<file path="src/common/sgm_pkg.sv">
/*
  Constants, field layout, source codes and reset values of the signal
  modulator: register indices, bit positions and the enum
  for the carrier phase.
  Assumes an 8-bit register port with a 2-bit word index and one clock.
*/
// Contract
// RULE_01: Output mixes modulator with high or low carrier
// RULE_02: Disabled forces carriers ground, modulator software bit
// RULE_03: Pin enable cleared drives output pin low
// RULE_04: Enable bit starts mixing; cleared gives no output
// RULE_05: Pin enable bit gates output onto pin
// RULE_06: High sync waits high carrier fall before switching
// RULE_07: Low sync waits low carrier fall before switching
// RULE_08: No sync switches carriers immediately, independently
// RULE_09: High carrier invert bit inverts high carrier
// RULE_10: Low carrier invert bit inverts low carrier
// RULE_11: High carrier pin disable blocks its peripheral pin
// RULE_12: Low carrier pin disable blocks its peripheral pin
// RULE_13: Modulator source pin disable blocks its pin
// RULE_14: Modulator source field code map
// RULE_15: Carrier select field code map, rest reserved
// RULE_16: Software bit used only when selected
// RULE_17: Output invert bit inverts pin output
// RULE_18: Slew limit bit resets one, clear removes it
// RULE_19: Status bit reads back current modulator output
// RULE_20: Keeps operating in sleep while sources run
// RULE_21: Reset disables modulator, registers take defaults
// RULE_22: Unimplemented bits ignore writes, read zero
package sgm_pkg;

  // Register port geometry
  localparam int ADDR_W = 2;
  localparam int DATA_W = 8;
  localparam int SEL_W  = 4;
  localparam int NUM_PWM = 5;

  // Register word indices
  localparam logic [ADDR_W-1:0] REG_CTRL = 2'h0;
  localparam logic [ADDR_W-1:0] REG_SRC  = 2'h1;
  localparam logic [ADDR_W-1:0] REG_HCAR = 2'h2;
  localparam logic [ADDR_W-1:0] REG_LCAR = 2'h3;

  // modulation_control bit positions
  localparam int CTRL_EN_BIT    = 7;
  localparam int CTRL_OE_BIT    = 6;
  localparam int CTRL_SLEW_BIT  = 5;
  localparam int CTRL_OINV_BIT  = 4;
  localparam int CTRL_STAT_BIT  = 3;
  localparam int CTRL_SWBIT_BIT = 0;

  // modulation_source_select and carrier control bit positions
  localparam int SRC_DIS_BIT  = 7;
  localparam int CAR_DIS_BIT  = 7;
  localparam int CAR_INV_BIT  = 6;
  localparam int CAR_SYNC_BIT = 5;

  // Reset values
  localparam logic [DATA_W-1:0] CTRL_RST = 8'h20;
  localparam logic [DATA_W-1:0] SRC_RST  = 8'h00;
  localparam logic [DATA_W-1:0] CAR_RST  = 8'h00;

  // Modulator source codes
  localparam logic [SEL_W-1:0] MOD_SW   = 4'h0;
  localparam logic [SEL_W-1:0] MOD_PIN  = 4'h1;
  localparam logic [SEL_W-1:0] MOD_SDO  = 4'h2;
  localparam logic [SEL_W-1:0] MOD_TX1  = 4'h3;
  localparam logic [SEL_W-1:0] MOD_TX2  = 4'h4;
  localparam logic [SEL_W-1:0] MOD_PWM1 = 4'h5;

  // Carrier source codes
  localparam logic [SEL_W-1:0] CAR_GND    = 4'h0;
  localparam logic [SEL_W-1:0] CAR_PIN1   = 4'h1;
  localparam logic [SEL_W-1:0] CAR_PIN2   = 4'h2;
  localparam logic [SEL_W-1:0] CAR_REFCLK = 4'h3;
  localparam logic [SEL_W-1:0] CAR_PWM1   = 4'h4;

  // Which carrier is being mixed
  typedef enum logic {
    PHASE_LOW,
    PHASE_HIGH
  } sgm_phase_e;

endpackage

</file>
<file path="src/hw/sgm_sync2.sv">
/*
  Two-flop synchroniser for the four asynchronous inputs of the modulator.
  Assumes inputs change freely relative to core_clk; outputs lag two edges.
*/
`timescale 1ns/1ps
`default_nettype none
module sgm_sync2 (
  // Clock and reset
  input  wire logic       core_clk,
  input  wire logic       srst,
  // Raw and synchronised levels
  input  wire logic [3:0] async_in,
  output logic      [3:0] sync_out
);

  typedef struct packed {
    logic [3:0] stage1;
    logic [3:0] stage2;
  } sgm_sync_s;

  sgm_sync_s q;
  sgm_sync_s d;

  // First stage only feeds the second, to contain metastability
  always_comb begin
    d        = q;
    d.stage1 = async_in;
    d.stage2 = q.stage1;
  end

  always_ff @(posedge core_clk) begin
    if (srst) begin
      q <= '0;
    end else begin
      q <= d;
    end
  end

  assign sync_out = q.stage2;

endmodule // sgm_sync2
`default_nettype wire

</file>
<file path="src/hw/sgm_signal_modulator.sv">
/*
  Signal modulator: picks a modulator source and two carriers, mixes them,
  and drives the modulated output pin, the slew-limit control and the pin
  disables of the source peripherals. Four 8-bit registers on a plain port.
  Assumes peripheral signals are on core_clk and pin/refclock inputs are not.
*/
// The strobed register port and the register offsets were decided locally.
`timescale 1ns/1ps
`default_nettype none
module sgm_signal_modulator (
  // Clock and reset
  input  wire logic                       core_clk,
  input  wire logic                       srst,
  // Register port
  input  wire logic [sgm_pkg::ADDR_W-1:0] reg_addr,
  input  wire logic [sgm_pkg::DATA_W-1:0] reg_wdata,
  input  wire logic                       reg_wr,
  input  wire logic                       reg_rd,
  output logic      [sgm_pkg::DATA_W-1:0] reg_rdata,
  // Asynchronous sources
  input  wire logic                       modulator_input_pin,
  input  wire logic                       carrier_input_pin_one,
  input  wire logic                       carrier_input_pin_two,
  input  wire logic                       ref_clk_in,
  // On-chip peripheral sources
  input  wire logic [sgm_pkg::NUM_PWM-1:0] pwm_out,
  input  wire logic                       sdo_out,
  input  wire logic [1:0]                 tx_out,
  // Modulated output
  output logic                            modulated_output_pin,
  output logic                            output_slew_limit,
  // Peripheral pin disables
  output logic      [sgm_pkg::NUM_PWM-1:0] pwm_pin_disable,
  output logic                            sdo_pin_disable,
  output logic      [1:0]                 tx_pin_disable,
  output logic                            ref_clk_pin_disable
);

  typedef struct packed {
    logic                       en;
    logic                       oe;
    logic                       slew;
    logic                       oinv;
    logic                       swbit;
    logic                       mod_dis;
    logic [sgm_pkg::SEL_W-1:0]  mod_sel;
    logic                       h_dis;
    logic                       h_inv;
    logic                       h_sync;
    logic [sgm_pkg::SEL_W-1:0]  h_sel;
    logic                       l_dis;
    logic                       l_inv;
    logic                       l_sync;
    logic [sgm_pkg::SEL_W-1:0]  l_sel;
    sgm_pkg::sgm_phase_e        phase;
    logic                       hc_prev;
    logic                       lc_prev;
    logic                       status;
    logic                       out_pin;
    logic [sgm_pkg::NUM_PWM-1:0] pwm_dis;
    logic                       sdo_dis;
    logic [1:0]                 tx_dis;
    logic                       ref_dis;
    logic [sgm_pkg::DATA_W-1:0] rdata;
  } sgm_state_s;

  // Reset image; control comes up with only slew limiting on
  localparam sgm_state_s ST_RST = '{
    slew:  sgm_pkg::CTRL_RST[sgm_pkg::CTRL_SLEW_BIT],
    phase: sgm_pkg::PHASE_LOW,
    default: '0
  };

  sgm_state_s q;
  sgm_state_s d;

  logic [3:0] pins_sync;
  logic       mod_pin_s;
  logic       cin1_s;
  logic       cin2_s;
  logic       refclk_s;

  // Pin and reference clock inputs come from outside the clock domain
  sgm_sync2 u_sync (
    .core_clk (core_clk),
    .srst     (srst),
    .async_in ({ref_clk_in, carrier_input_pin_two, carrier_input_pin_one,
                modulator_input_pin}),
    .sync_out (pins_sync)
  );

  assign mod_pin_s = pins_sync[0];
  assign cin1_s    = pins_sync[1];
  assign cin2_s    = pins_sync[2];
  assign refclk_s  = pins_sync[3];

  // Carrier source decode, shared by both carriers
  function automatic logic car_pick(input logic [sgm_pkg::SEL_W-1:0] sel,
                                    input logic p1, input logic p2,
                                    input logic rc,
                                    input logic [sgm_pkg::NUM_PWM-1:0] pwm);
    logic [sgm_pkg::SEL_W-1:0] idx;
    logic                      val;
    idx = sel - sgm_pkg::CAR_PWM1;
    val = 1'b0;
    case (sel)
      sgm_pkg::CAR_GND:    val = 1'b0;
      sgm_pkg::CAR_PIN1:   val = p1;
      sgm_pkg::CAR_PIN2:   val = p2;
      sgm_pkg::CAR_REFCLK: val = rc;
      default: begin
        if (sel >= sgm_pkg::CAR_PWM1 && idx < 4'(sgm_pkg::NUM_PWM)) begin
          val = pwm[idx[2:0]];
        end
      end
    endcase
    return val; // Reserved codes mix as ground [RULE_15]
  endfunction

  // One-hot of the PWM unit a code names, zero when it names none
  function automatic logic [sgm_pkg::NUM_PWM-1:0] pwm_hit(
      input logic [sgm_pkg::SEL_W-1:0] sel,
      input logic [sgm_pkg::SEL_W-1:0] base);
    logic [sgm_pkg::NUM_PWM-1:0] hit;
    hit = '0;
    for (int i = 0; i < sgm_pkg::NUM_PWM; i++) begin
      hit[i] = (sel == 4'(int'(base) + i));
    end
    return hit;
  endfunction

  logic                      mod_now;
  logic [sgm_pkg::SEL_W-1:0] h_sel_eff;
  logic [sgm_pkg::SEL_W-1:0] l_sel_eff;
  logic                      hc;
  logic                      lc;
  logic                      hc_fall;
  logic                      lc_fall;
  logic                      mix;
  logic [sgm_pkg::DATA_W-1:0] rb;

  // Source selection; disabled module falls back to ground and software bit
  always_comb begin
    h_sel_eff = q.en ? q.h_sel : sgm_pkg::CAR_GND; // [RULE_02]
    l_sel_eff = q.en ? q.l_sel : sgm_pkg::CAR_GND; // [RULE_02]
    mod_now   = q.swbit; // [RULE_02] [RULE_16]
    if (q.en) begin
      case (q.mod_sel) // [RULE_14]
        sgm_pkg::MOD_SW:  mod_now = q.swbit; // [RULE_16]
        sgm_pkg::MOD_PIN: mod_now = mod_pin_s;
        sgm_pkg::MOD_SDO: mod_now = sdo_out;
        sgm_pkg::MOD_TX1: mod_now = tx_out[0];
        sgm_pkg::MOD_TX2: mod_now = tx_out[1];
        default: begin
          mod_now = |(pwm_hit(q.mod_sel, sgm_pkg::MOD_PWM1) & pwm_out);
        end
      endcase
    end
    hc = car_pick(h_sel_eff, cin1_s, cin2_s, refclk_s, pwm_out) ^ q.h_inv; // [RULE_09]
    lc = car_pick(l_sel_eff, cin1_s, cin2_s, refclk_s, pwm_out) ^ q.l_inv; // [RULE_10]
    hc_fall = q.hc_prev & ~hc;
    lc_fall = q.lc_prev & ~lc;
  end

  // Register readback, unimplemented bits as zero
  always_comb begin
    rb = '0;
    case (reg_addr)
      sgm_pkg::REG_CTRL: begin
        rb[sgm_pkg::CTRL_EN_BIT]    = q.en;
        rb[sgm_pkg::CTRL_OE_BIT]    = q.oe;
        rb[sgm_pkg::CTRL_SLEW_BIT]  = q.slew;
        rb[sgm_pkg::CTRL_OINV_BIT]  = q.oinv;
        rb[sgm_pkg::CTRL_STAT_BIT]  = q.status; // [RULE_19]
        rb[sgm_pkg::CTRL_SWBIT_BIT] = q.swbit;
      end
      sgm_pkg::REG_SRC: begin
        rb[sgm_pkg::SRC_DIS_BIT] = q.mod_dis;
        rb[sgm_pkg::SEL_W-1:0]   = q.mod_sel;
      end
      sgm_pkg::REG_HCAR: begin
        rb[sgm_pkg::CAR_DIS_BIT]  = q.h_dis;
        rb[sgm_pkg::CAR_INV_BIT]  = q.h_inv;
        rb[sgm_pkg::CAR_SYNC_BIT] = q.h_sync;
        rb[sgm_pkg::SEL_W-1:0]    = q.h_sel;
      end
      default: begin
        rb[sgm_pkg::CAR_DIS_BIT]  = q.l_dis;
        rb[sgm_pkg::CAR_INV_BIT]  = q.l_inv;
        rb[sgm_pkg::CAR_SYNC_BIT] = q.l_sync;
        rb[sgm_pkg::SEL_W-1:0]    = q.l_sel;
      end
    endcase
  end

  // Next state: carrier phase, mixing, pin drive, register writes
  always_comb begin
    d = q;
    // Phase follows the modulator, held back until the next fall of the synced carrier being left
    case (q.phase)
      sgm_pkg::PHASE_HIGH: begin
        if (!mod_now && (!q.h_sync || hc_fall)) begin // [RULE_06] [RULE_08]
          d.phase = sgm_pkg::PHASE_LOW;
        end
      end
      sgm_pkg::PHASE_LOW: begin
        if (mod_now && (!q.l_sync || lc_fall)) begin // [RULE_07] [RULE_08]
          d.phase = sgm_pkg::PHASE_HIGH;
        end
      end
      default: d.phase = sgm_pkg::PHASE_LOW;
    endcase
    if (!q.en) begin
      d.phase = mod_now ? sgm_pkg::PHASE_HIGH : sgm_pkg::PHASE_LOW;
    end
    d.hc_prev = hc;
    d.lc_prev = lc;
    // Mixing runs on core_clk only, so it keeps going in sleep [RULE_20]
    mix = q.en & ((d.phase == sgm_pkg::PHASE_HIGH) ? hc : lc); // [RULE_01] [RULE_04]
    d.status  = mix ^ q.oinv; // [RULE_17] [RULE_19]
    d.out_pin = q.oe & d.status; // [RULE_03] [RULE_05]
    // Pin disables only while enabled; disabled selects name no peripheral
    d.pwm_dis = '0;
    d.sdo_dis = 1'b0;
    d.tx_dis  = '0;
    d.ref_dis = 1'b0;
    if (q.en) begin
      if (q.mod_dis) begin // [RULE_13]
        d.pwm_dis   = pwm_hit(q.mod_sel, sgm_pkg::MOD_PWM1);
        d.sdo_dis   = (q.mod_sel == sgm_pkg::MOD_SDO);
        d.tx_dis[0] = (q.mod_sel == sgm_pkg::MOD_TX1);
        d.tx_dis[1] = (q.mod_sel == sgm_pkg::MOD_TX2);
      end
      if (q.h_dis) begin // [RULE_11]
        d.pwm_dis = d.pwm_dis | pwm_hit(q.h_sel, sgm_pkg::CAR_PWM1);
        d.ref_dis = d.ref_dis | (q.h_sel == sgm_pkg::CAR_REFCLK);
      end
      if (q.l_dis) begin // [RULE_12]
        d.pwm_dis = d.pwm_dis | pwm_hit(q.l_sel, sgm_pkg::CAR_PWM1);
        d.ref_dis = d.ref_dis | (q.l_sel == sgm_pkg::CAR_REFCLK);
      end
    end
    // Writes touch implemented bits only; status stays hardware-owned
    if (reg_wr) begin
      case (reg_addr) // [RULE_22]
        sgm_pkg::REG_CTRL: begin
          d.en    = reg_wdata[sgm_pkg::CTRL_EN_BIT];
          d.oe    = reg_wdata[sgm_pkg::CTRL_OE_BIT];
          d.slew  = reg_wdata[sgm_pkg::CTRL_SLEW_BIT]; // [RULE_18]
          d.oinv  = reg_wdata[sgm_pkg::CTRL_OINV_BIT];
          d.swbit = reg_wdata[sgm_pkg::CTRL_SWBIT_BIT];
        end
        sgm_pkg::REG_SRC: begin
          d.mod_dis = reg_wdata[sgm_pkg::SRC_DIS_BIT];
          d.mod_sel = reg_wdata[sgm_pkg::SEL_W-1:0];
        end
        sgm_pkg::REG_HCAR: begin
          d.h_dis  = reg_wdata[sgm_pkg::CAR_DIS_BIT];
          d.h_inv  = reg_wdata[sgm_pkg::CAR_INV_BIT];
          d.h_sync = reg_wdata[sgm_pkg::CAR_SYNC_BIT];
          d.h_sel  = reg_wdata[sgm_pkg::SEL_W-1:0];
        end
        default: begin
          d.l_dis  = reg_wdata[sgm_pkg::CAR_DIS_BIT];
          d.l_inv  = reg_wdata[sgm_pkg::CAR_INV_BIT];
          d.l_sync = reg_wdata[sgm_pkg::CAR_SYNC_BIT];
          d.l_sel  = reg_wdata[sgm_pkg::SEL_W-1:0];
        end
      endcase
    end
    // Read data stands for one cycle only, zero otherwise
    d.rdata = reg_rd ? rb : '0;
  end

  // Reset returns every register to its default and disables mixing
  always_ff @(posedge core_clk) begin
    if (srst) begin
      q <= ST_RST; // [RULE_21]
    end else begin
      q <= d;
    end
  end

  // Outputs straight from flops
  assign reg_rdata            = q.rdata;
  assign modulated_output_pin = q.out_pin;
  assign output_slew_limit    = q.slew; // [RULE_18]
  assign pwm_pin_disable      = q.pwm_dis;
  assign sdo_pin_disable      = q.sdo_dis;
  assign tx_pin_disable       = q.tx_dis;
  assign ref_clk_pin_disable  = q.ref_dis;

  // Checks on the modulator behaviour
  a_pin_low_off: assert property (@(posedge core_clk) disable iff (srst) // [RULE_03]
    !q.oe |=> !modulated_output_pin)
    else $error("output pin high while pin output disabled");

  a_disabled_quiet: assert property (@(posedge core_clk) disable iff (srst) // [RULE_04]
    !q.en |=> (q.status == $past(q.oinv)))
    else $error("disabled modulator produced output");

  a_slew_reset: assert property (@(posedge core_clk) disable iff (srst) // [RULE_18]
    $fell(srst) |-> output_slew_limit)
    else $error("slew limit not set after reset");

  a_high_sync_hold: assert property (@(posedge core_clk) disable iff (srst) // [RULE_06]
    (q.en && q.phase == sgm_pkg::PHASE_HIGH && q.h_sync && !hc_fall)
      |=> (q.phase == sgm_pkg::PHASE_HIGH))
    else $error("left high carrier before its falling edge");

  a_low_sync_hold: assert property (@(posedge core_clk) disable iff (srst) // [RULE_07]
    (q.en && q.phase == sgm_pkg::PHASE_LOW && q.l_sync && !lc_fall)
      |=> (q.phase == sgm_pkg::PHASE_LOW))
    else $error("left low carrier before its falling edge");

  a_nosync_switch: assert property (@(posedge core_clk) disable iff (srst) // [RULE_08]
    (q.en && q.phase == sgm_pkg::PHASE_HIGH && !q.h_sync && !mod_now)
      |=> (q.phase == sgm_pkg::PHASE_LOW))
    else $error("unsynchronised carrier did not switch");

  a_read_reserved: assert property (@(posedge core_clk) disable iff (srst) // [RULE_22]
    (reg_rd && reg_addr == sgm_pkg::REG_CTRL)
      |=> (reg_rdata[sgm_pkg::CTRL_STAT_BIT-1:sgm_pkg::CTRL_SWBIT_BIT+1] == '0))
    else $error("unimplemented control bits read nonzero");

  a_src_reserved: assert property (@(posedge core_clk) disable iff (srst) // [RULE_22]
    (reg_rd && reg_addr == sgm_pkg::REG_SRC)
      |=> (reg_rdata[sgm_pkg::SRC_DIS_BIT-1:sgm_pkg::SEL_W] == '0))
    else $error("unimplemented source bits read nonzero");

  a_read_once: assert property (@(posedge core_clk) disable iff (srst) // read data clears without a strobe
    !reg_rd |=> (reg_rdata == '0))
    else $error("read data stood without a read");

  a_tx_pin_dis: assert property (@(posedge core_clk) disable iff (srst) // [RULE_13]
    (q.en && q.mod_dis && q.mod_sel == sgm_pkg::MOD_TX1) |=> tx_pin_disable[0])
    else $error("modulator source pin not disabled");

  a_status_pin: assert property (@(posedge core_clk) disable iff (srst) // [RULE_05]
    $past(q.oe) |-> (modulated_output_pin == q.status))
    else $error("enabled pin differs from modulator output");

  c_sync_wait: cover property (@(posedge core_clk) disable iff (srst)
    q.en && q.h_sync && q.phase == sgm_pkg::PHASE_HIGH && !mod_now ##1 hc_fall);
  c_fsk_switch: cover property (@(posedge core_clk) disable iff (srst)
    q.en && q.phase == sgm_pkg::PHASE_LOW ##1 q.phase == sgm_pkg::PHASE_HIGH);
  c_pin_high: cover property (@(posedge core_clk) disable iff (srst)
    modulated_output_pin);

endmodule // sgm_signal_modulator
`default_nettype wire

</file>
<file path="config.mk">
export PLATFORM = sky130hd
export DESIGN_NAME = sgm_signal_modulator
export DESIGN_NICKNAME = d
export VERILOG_FILES = /design/src/common/sgm_pkg.sv /design/src/hw/sgm_sync2.sv /design/src/hw/sgm_signal_modulator.sv
export SDC_FILE = /design/constraint.sdc
export NUM_CORES = 1
export LEC_CHECK = 0
export BUFFER_PORTS_ARGS = -buffer_cell sky130_fd_sc_hd__buf_4
export CAP_MARGIN = 10
export CORE_UTILIZATION = 54
export CTS_BUF_LIST = sky130_fd_sc_hd__clkbuf_2 sky130_fd_sc_hd__clkbuf_4 sky130_fd_sc_hd__clkbuf_8
export DETAILED_ROUTE_END_ITERATION = 10
export GPL_TIMING_DRIVEN = 0
export PLACE_DENSITY_LB_ADDON = 0.25
export SYNTH_ARGS = -nofsm -noshare
export SYNTH_HDL_FRONTEND = slang
export SYNTH_SLANG_ARGS = --single-unit
</file>
<file path="constraint.sdc">
create_clock -name core_clk -period 3.9 [get_ports core_clk]
set_clock_uncertainty 0.15 [all_clocks]
set_input_delay 0.39 -clock core_clk [delete_from_list [all_inputs] [get_ports core_clk]]
set_output_delay 0.39 -clock core_clk [all_outputs]
set_load 0.01 [all_outputs]
</file>
==> results_dict.tcl <==
set metrics [dict create \
    min_period_ns 3.20 \
    r2r_cells 11 \
    slew_viol_final 0 \
    layout.nets 366 \
    path_common_cell "mux2_4" \
    max_slew_margin_pct 60.1 \
    worstPathArrival_ns 3.26 \
    cts_hold_buffers 0 \
    fmax_ghz 0.312 \
    cp-start-kind "register" \
    h-tree-depth 2 \
    slowest_stage "clkbuf_1" \
    first_iter_violations 235 \
    vdd_drop_max_mv 0.186 \
    p_leak_uw 0.00131 \
    wl_per_cell_um 14.3 \
    drc 0 \
    holdWs_ns 0.132 \
    final_util_pct 67.4 \
    fin_ws_ns 0.699 \
    final_cell_mix "60 x buf_4, 54 x dfxtp_1, 42 x nor2_1" \
    worstPathRequired_ns 3.96 \
    setup_tns_ns 0 \
    yosys_register_bits 54 \
    place_area_sq_um 3060 \
    track_usage_pct 23.6 \
    vias_per_cell 5.34 \
    core_area_sq_um 4720 \
    grt_setup_unrepaired "no" \
    yosys_warnings 0 \
    die_y_um 72.1 \
    synth_area_sq_um 2650 \
    max_cap_viol_count 0 \
    hold_path_end "u_sync.d[2]" \
    gp_congestion 0.852 \
    avgSynthCellArea_sq_um 9.21 \
    cts_resized 0 \
    dieWidth_um 72.1 \
    rows 25 \
    hp-start "carrier_input_pin_two" \
    yosysTopAreaCell "dfxtp_1" \
    dp_slack_ns 0.754 \
    grt_max_degree 18 \
    synth_cell_types 48 \
    dr_wl_met2_mm 2.85 \
    cts_setup_buffers 0 \
    period_share_pct 82.1 \
    insertion_delay_ns 0.31 \
    die_area_sq_um 5200 \
    postSynthCellCount 288 \
    highest_layer "met4" \
    hold_viol_final 0 \
    wl_met1_mm 2.54 \
    antennaDiodeCount 0 \
    clkSlewWorstSetupHoldPaths_ns 0.10 \
    cts_sinks 54 \
    r2r-start "q[45]" \
    worst-slew-pin-transition_ns 0.599 \
    p_per_area_nw_per_um2 341 \
    totalWireLength_mm 5.80 \
    overflow 0 \
    cp_max_fo 10 \
    vias 2167 \
    root_buffer "clkbuf_8" \
    slowest_delay_ns 0.39 \
    area_growth_pct 19.9 \
    clock_path_buffers 2 \
    path_cells "clkbuf_1 -> nand2_1 -> ha_1 -> nor2b_1 -> a211oi_1 -> a211oi_2 -> xnor2_2 -> a21oi_1 -> a2bb2oi_2 -> mux2_4 -> mux2_4" \
    synth_top_cell_area_share_pct 40.7 \
    synth_edf_count 0 \
    dp_hpwl_mm 4.26 \
    num_io_pins 45 \
    setup_viol 0 \
    drive_gt1_share_pct 26.8 \
    hold_depth 2 \
    layout_commonest_cell "buf_4" \
    status "finished, final reports clean" \
    r2r_slack_ns 0.70 \
    wl_met3_um 350 \
    fin_area_sq_um 3180 \
    synth_area_leaders "dfxtp_1 41%, mux2i_1 7.2%, nor2_1 5.9%" \
    critPathKind "register to register" \
    antenna_found_initial 0 \
    end_kind "register" \
    dr.pass1.iters 5 \
    synth_ff_type "dfxtp_1" \
    grt_pass1_wl_mm 9.25 \
    syn-num-nets 316 \
    io_buffers 43 \
    async_flop_share_pct 0 \
    hold_class "primary input to register" \
    r2r-end "q[18]" \
    initial_utilization_pct 56.2 \
    numCtsBuffers 5 \
    ant_nets 0 \
    cts_tree "done" \
    grt_pass1_vias 1907 \
    synth.yosys.seq_area_share_pct 40.7 \
]
[per-stage QoR]
stage               total power (uW)  cells
global placement                 697    398
floorplan                        655    288
global route                    1120    406
detailed placement               700    398
CTS                             1090    406
finish                          1080    406
[worst max-delay path: cells and delay by family, from the launching register on]
kind / cells / cell delay (ns)
compound gates: 4 / 0.79
mux: 2 / 0.63
buf+inv: 1 / 0.39
flops: 1 / 0.38
fa+ha+maj: 1 / 0.31
simple gates: 2 / 0.26
xor+xnor: 1 / 0.17
[layer usage]
metal	up-vias	global-route usage, %
met5	-	0
li1	1079	-
met3	7	5.14
met4	0	7.19
met2	70	39.8
met1	1011	30.3
[Yosys cell counts (4+ instances only)]
library cell and number:
dfxtp_1 54, nor2_1 42, nand2_1 20, mux2i_1 19
buf_4 17, nor2b_1 17, clkbuf_1 16, a21oi_1 15
nand3_1 11, nand3b_1 7, a22oi_1 5, inv_1 4
mux2_2 4, mux2_4 4, mux4_2 4, nand2b_1 4
o21ai_0 4
[sequential cells by signal, summed over array words and instances (netlist names)]
register and count:
u_sync.d 4, tx_pin_disable 2, output_slew_limit 1, pwm_pin_disable 5, sdo_pin_disable 1, ref_clk_pin_disable 1, reg_rdata 8, u_sync.sync_out 4
modulated_output_pin 1, q 27
[area by class of cell]
cell class | instances | area (sq um)
fill | 402 | 1540
multi-input combinational | 194 | 1360
sequential | 54 | 1080
timing repair buffer | 43 | 323
buffer | 35 | 198
tap | 67 | 83.8
clock buffer | 6 | 82.6
clock inverter | 2 | 38.8
inverter | 5 | 18.8
[cells by family (layout without fill, tap and decap cells)]
group	after synthesis	count (layout)	synth area share (%)
DFF	54	54	40.7
and+or+nand+nor	117	117	22.9
xor gates and xnor gates	2	2	0.943
adders and majority gates	2	2	0.943
muxes	33	33	15.4
buffers and inverters	40	91	8.16
AOI/OAI and AO/OA	40	40	11.0
[how the worst max path moves through the flow]
stage / startpoint / to / slack [ns] / cells after the start
floorplan: q[45] / modulated_output_pin / 1.07 / 11
global placement: q[45] / modulated_output_pin / 0.79 / 11
detailed placement: q[45] / q[18] / 0.75 / 11
CTS: q[45] / q[18] / 0.71 / 11
global route: q[45] / modulated_output_pin / 0.49 / 11
finish: q[45] / q[18] / 0.70 / 11
[where the power goes]
| group | total [uW] | internal (uW) | leakage, uW | switching, uW |
|---|---|---|---|---|
| Sequential | 577 | 566 | 0.000439 | 11.6 |
| Clock | 395 | 211 | 0.0000618 | 184 |
| Combinational | 111 | 53.7 | 0.000811 | 57.7 |
Power figures use the tool's default switching activity.
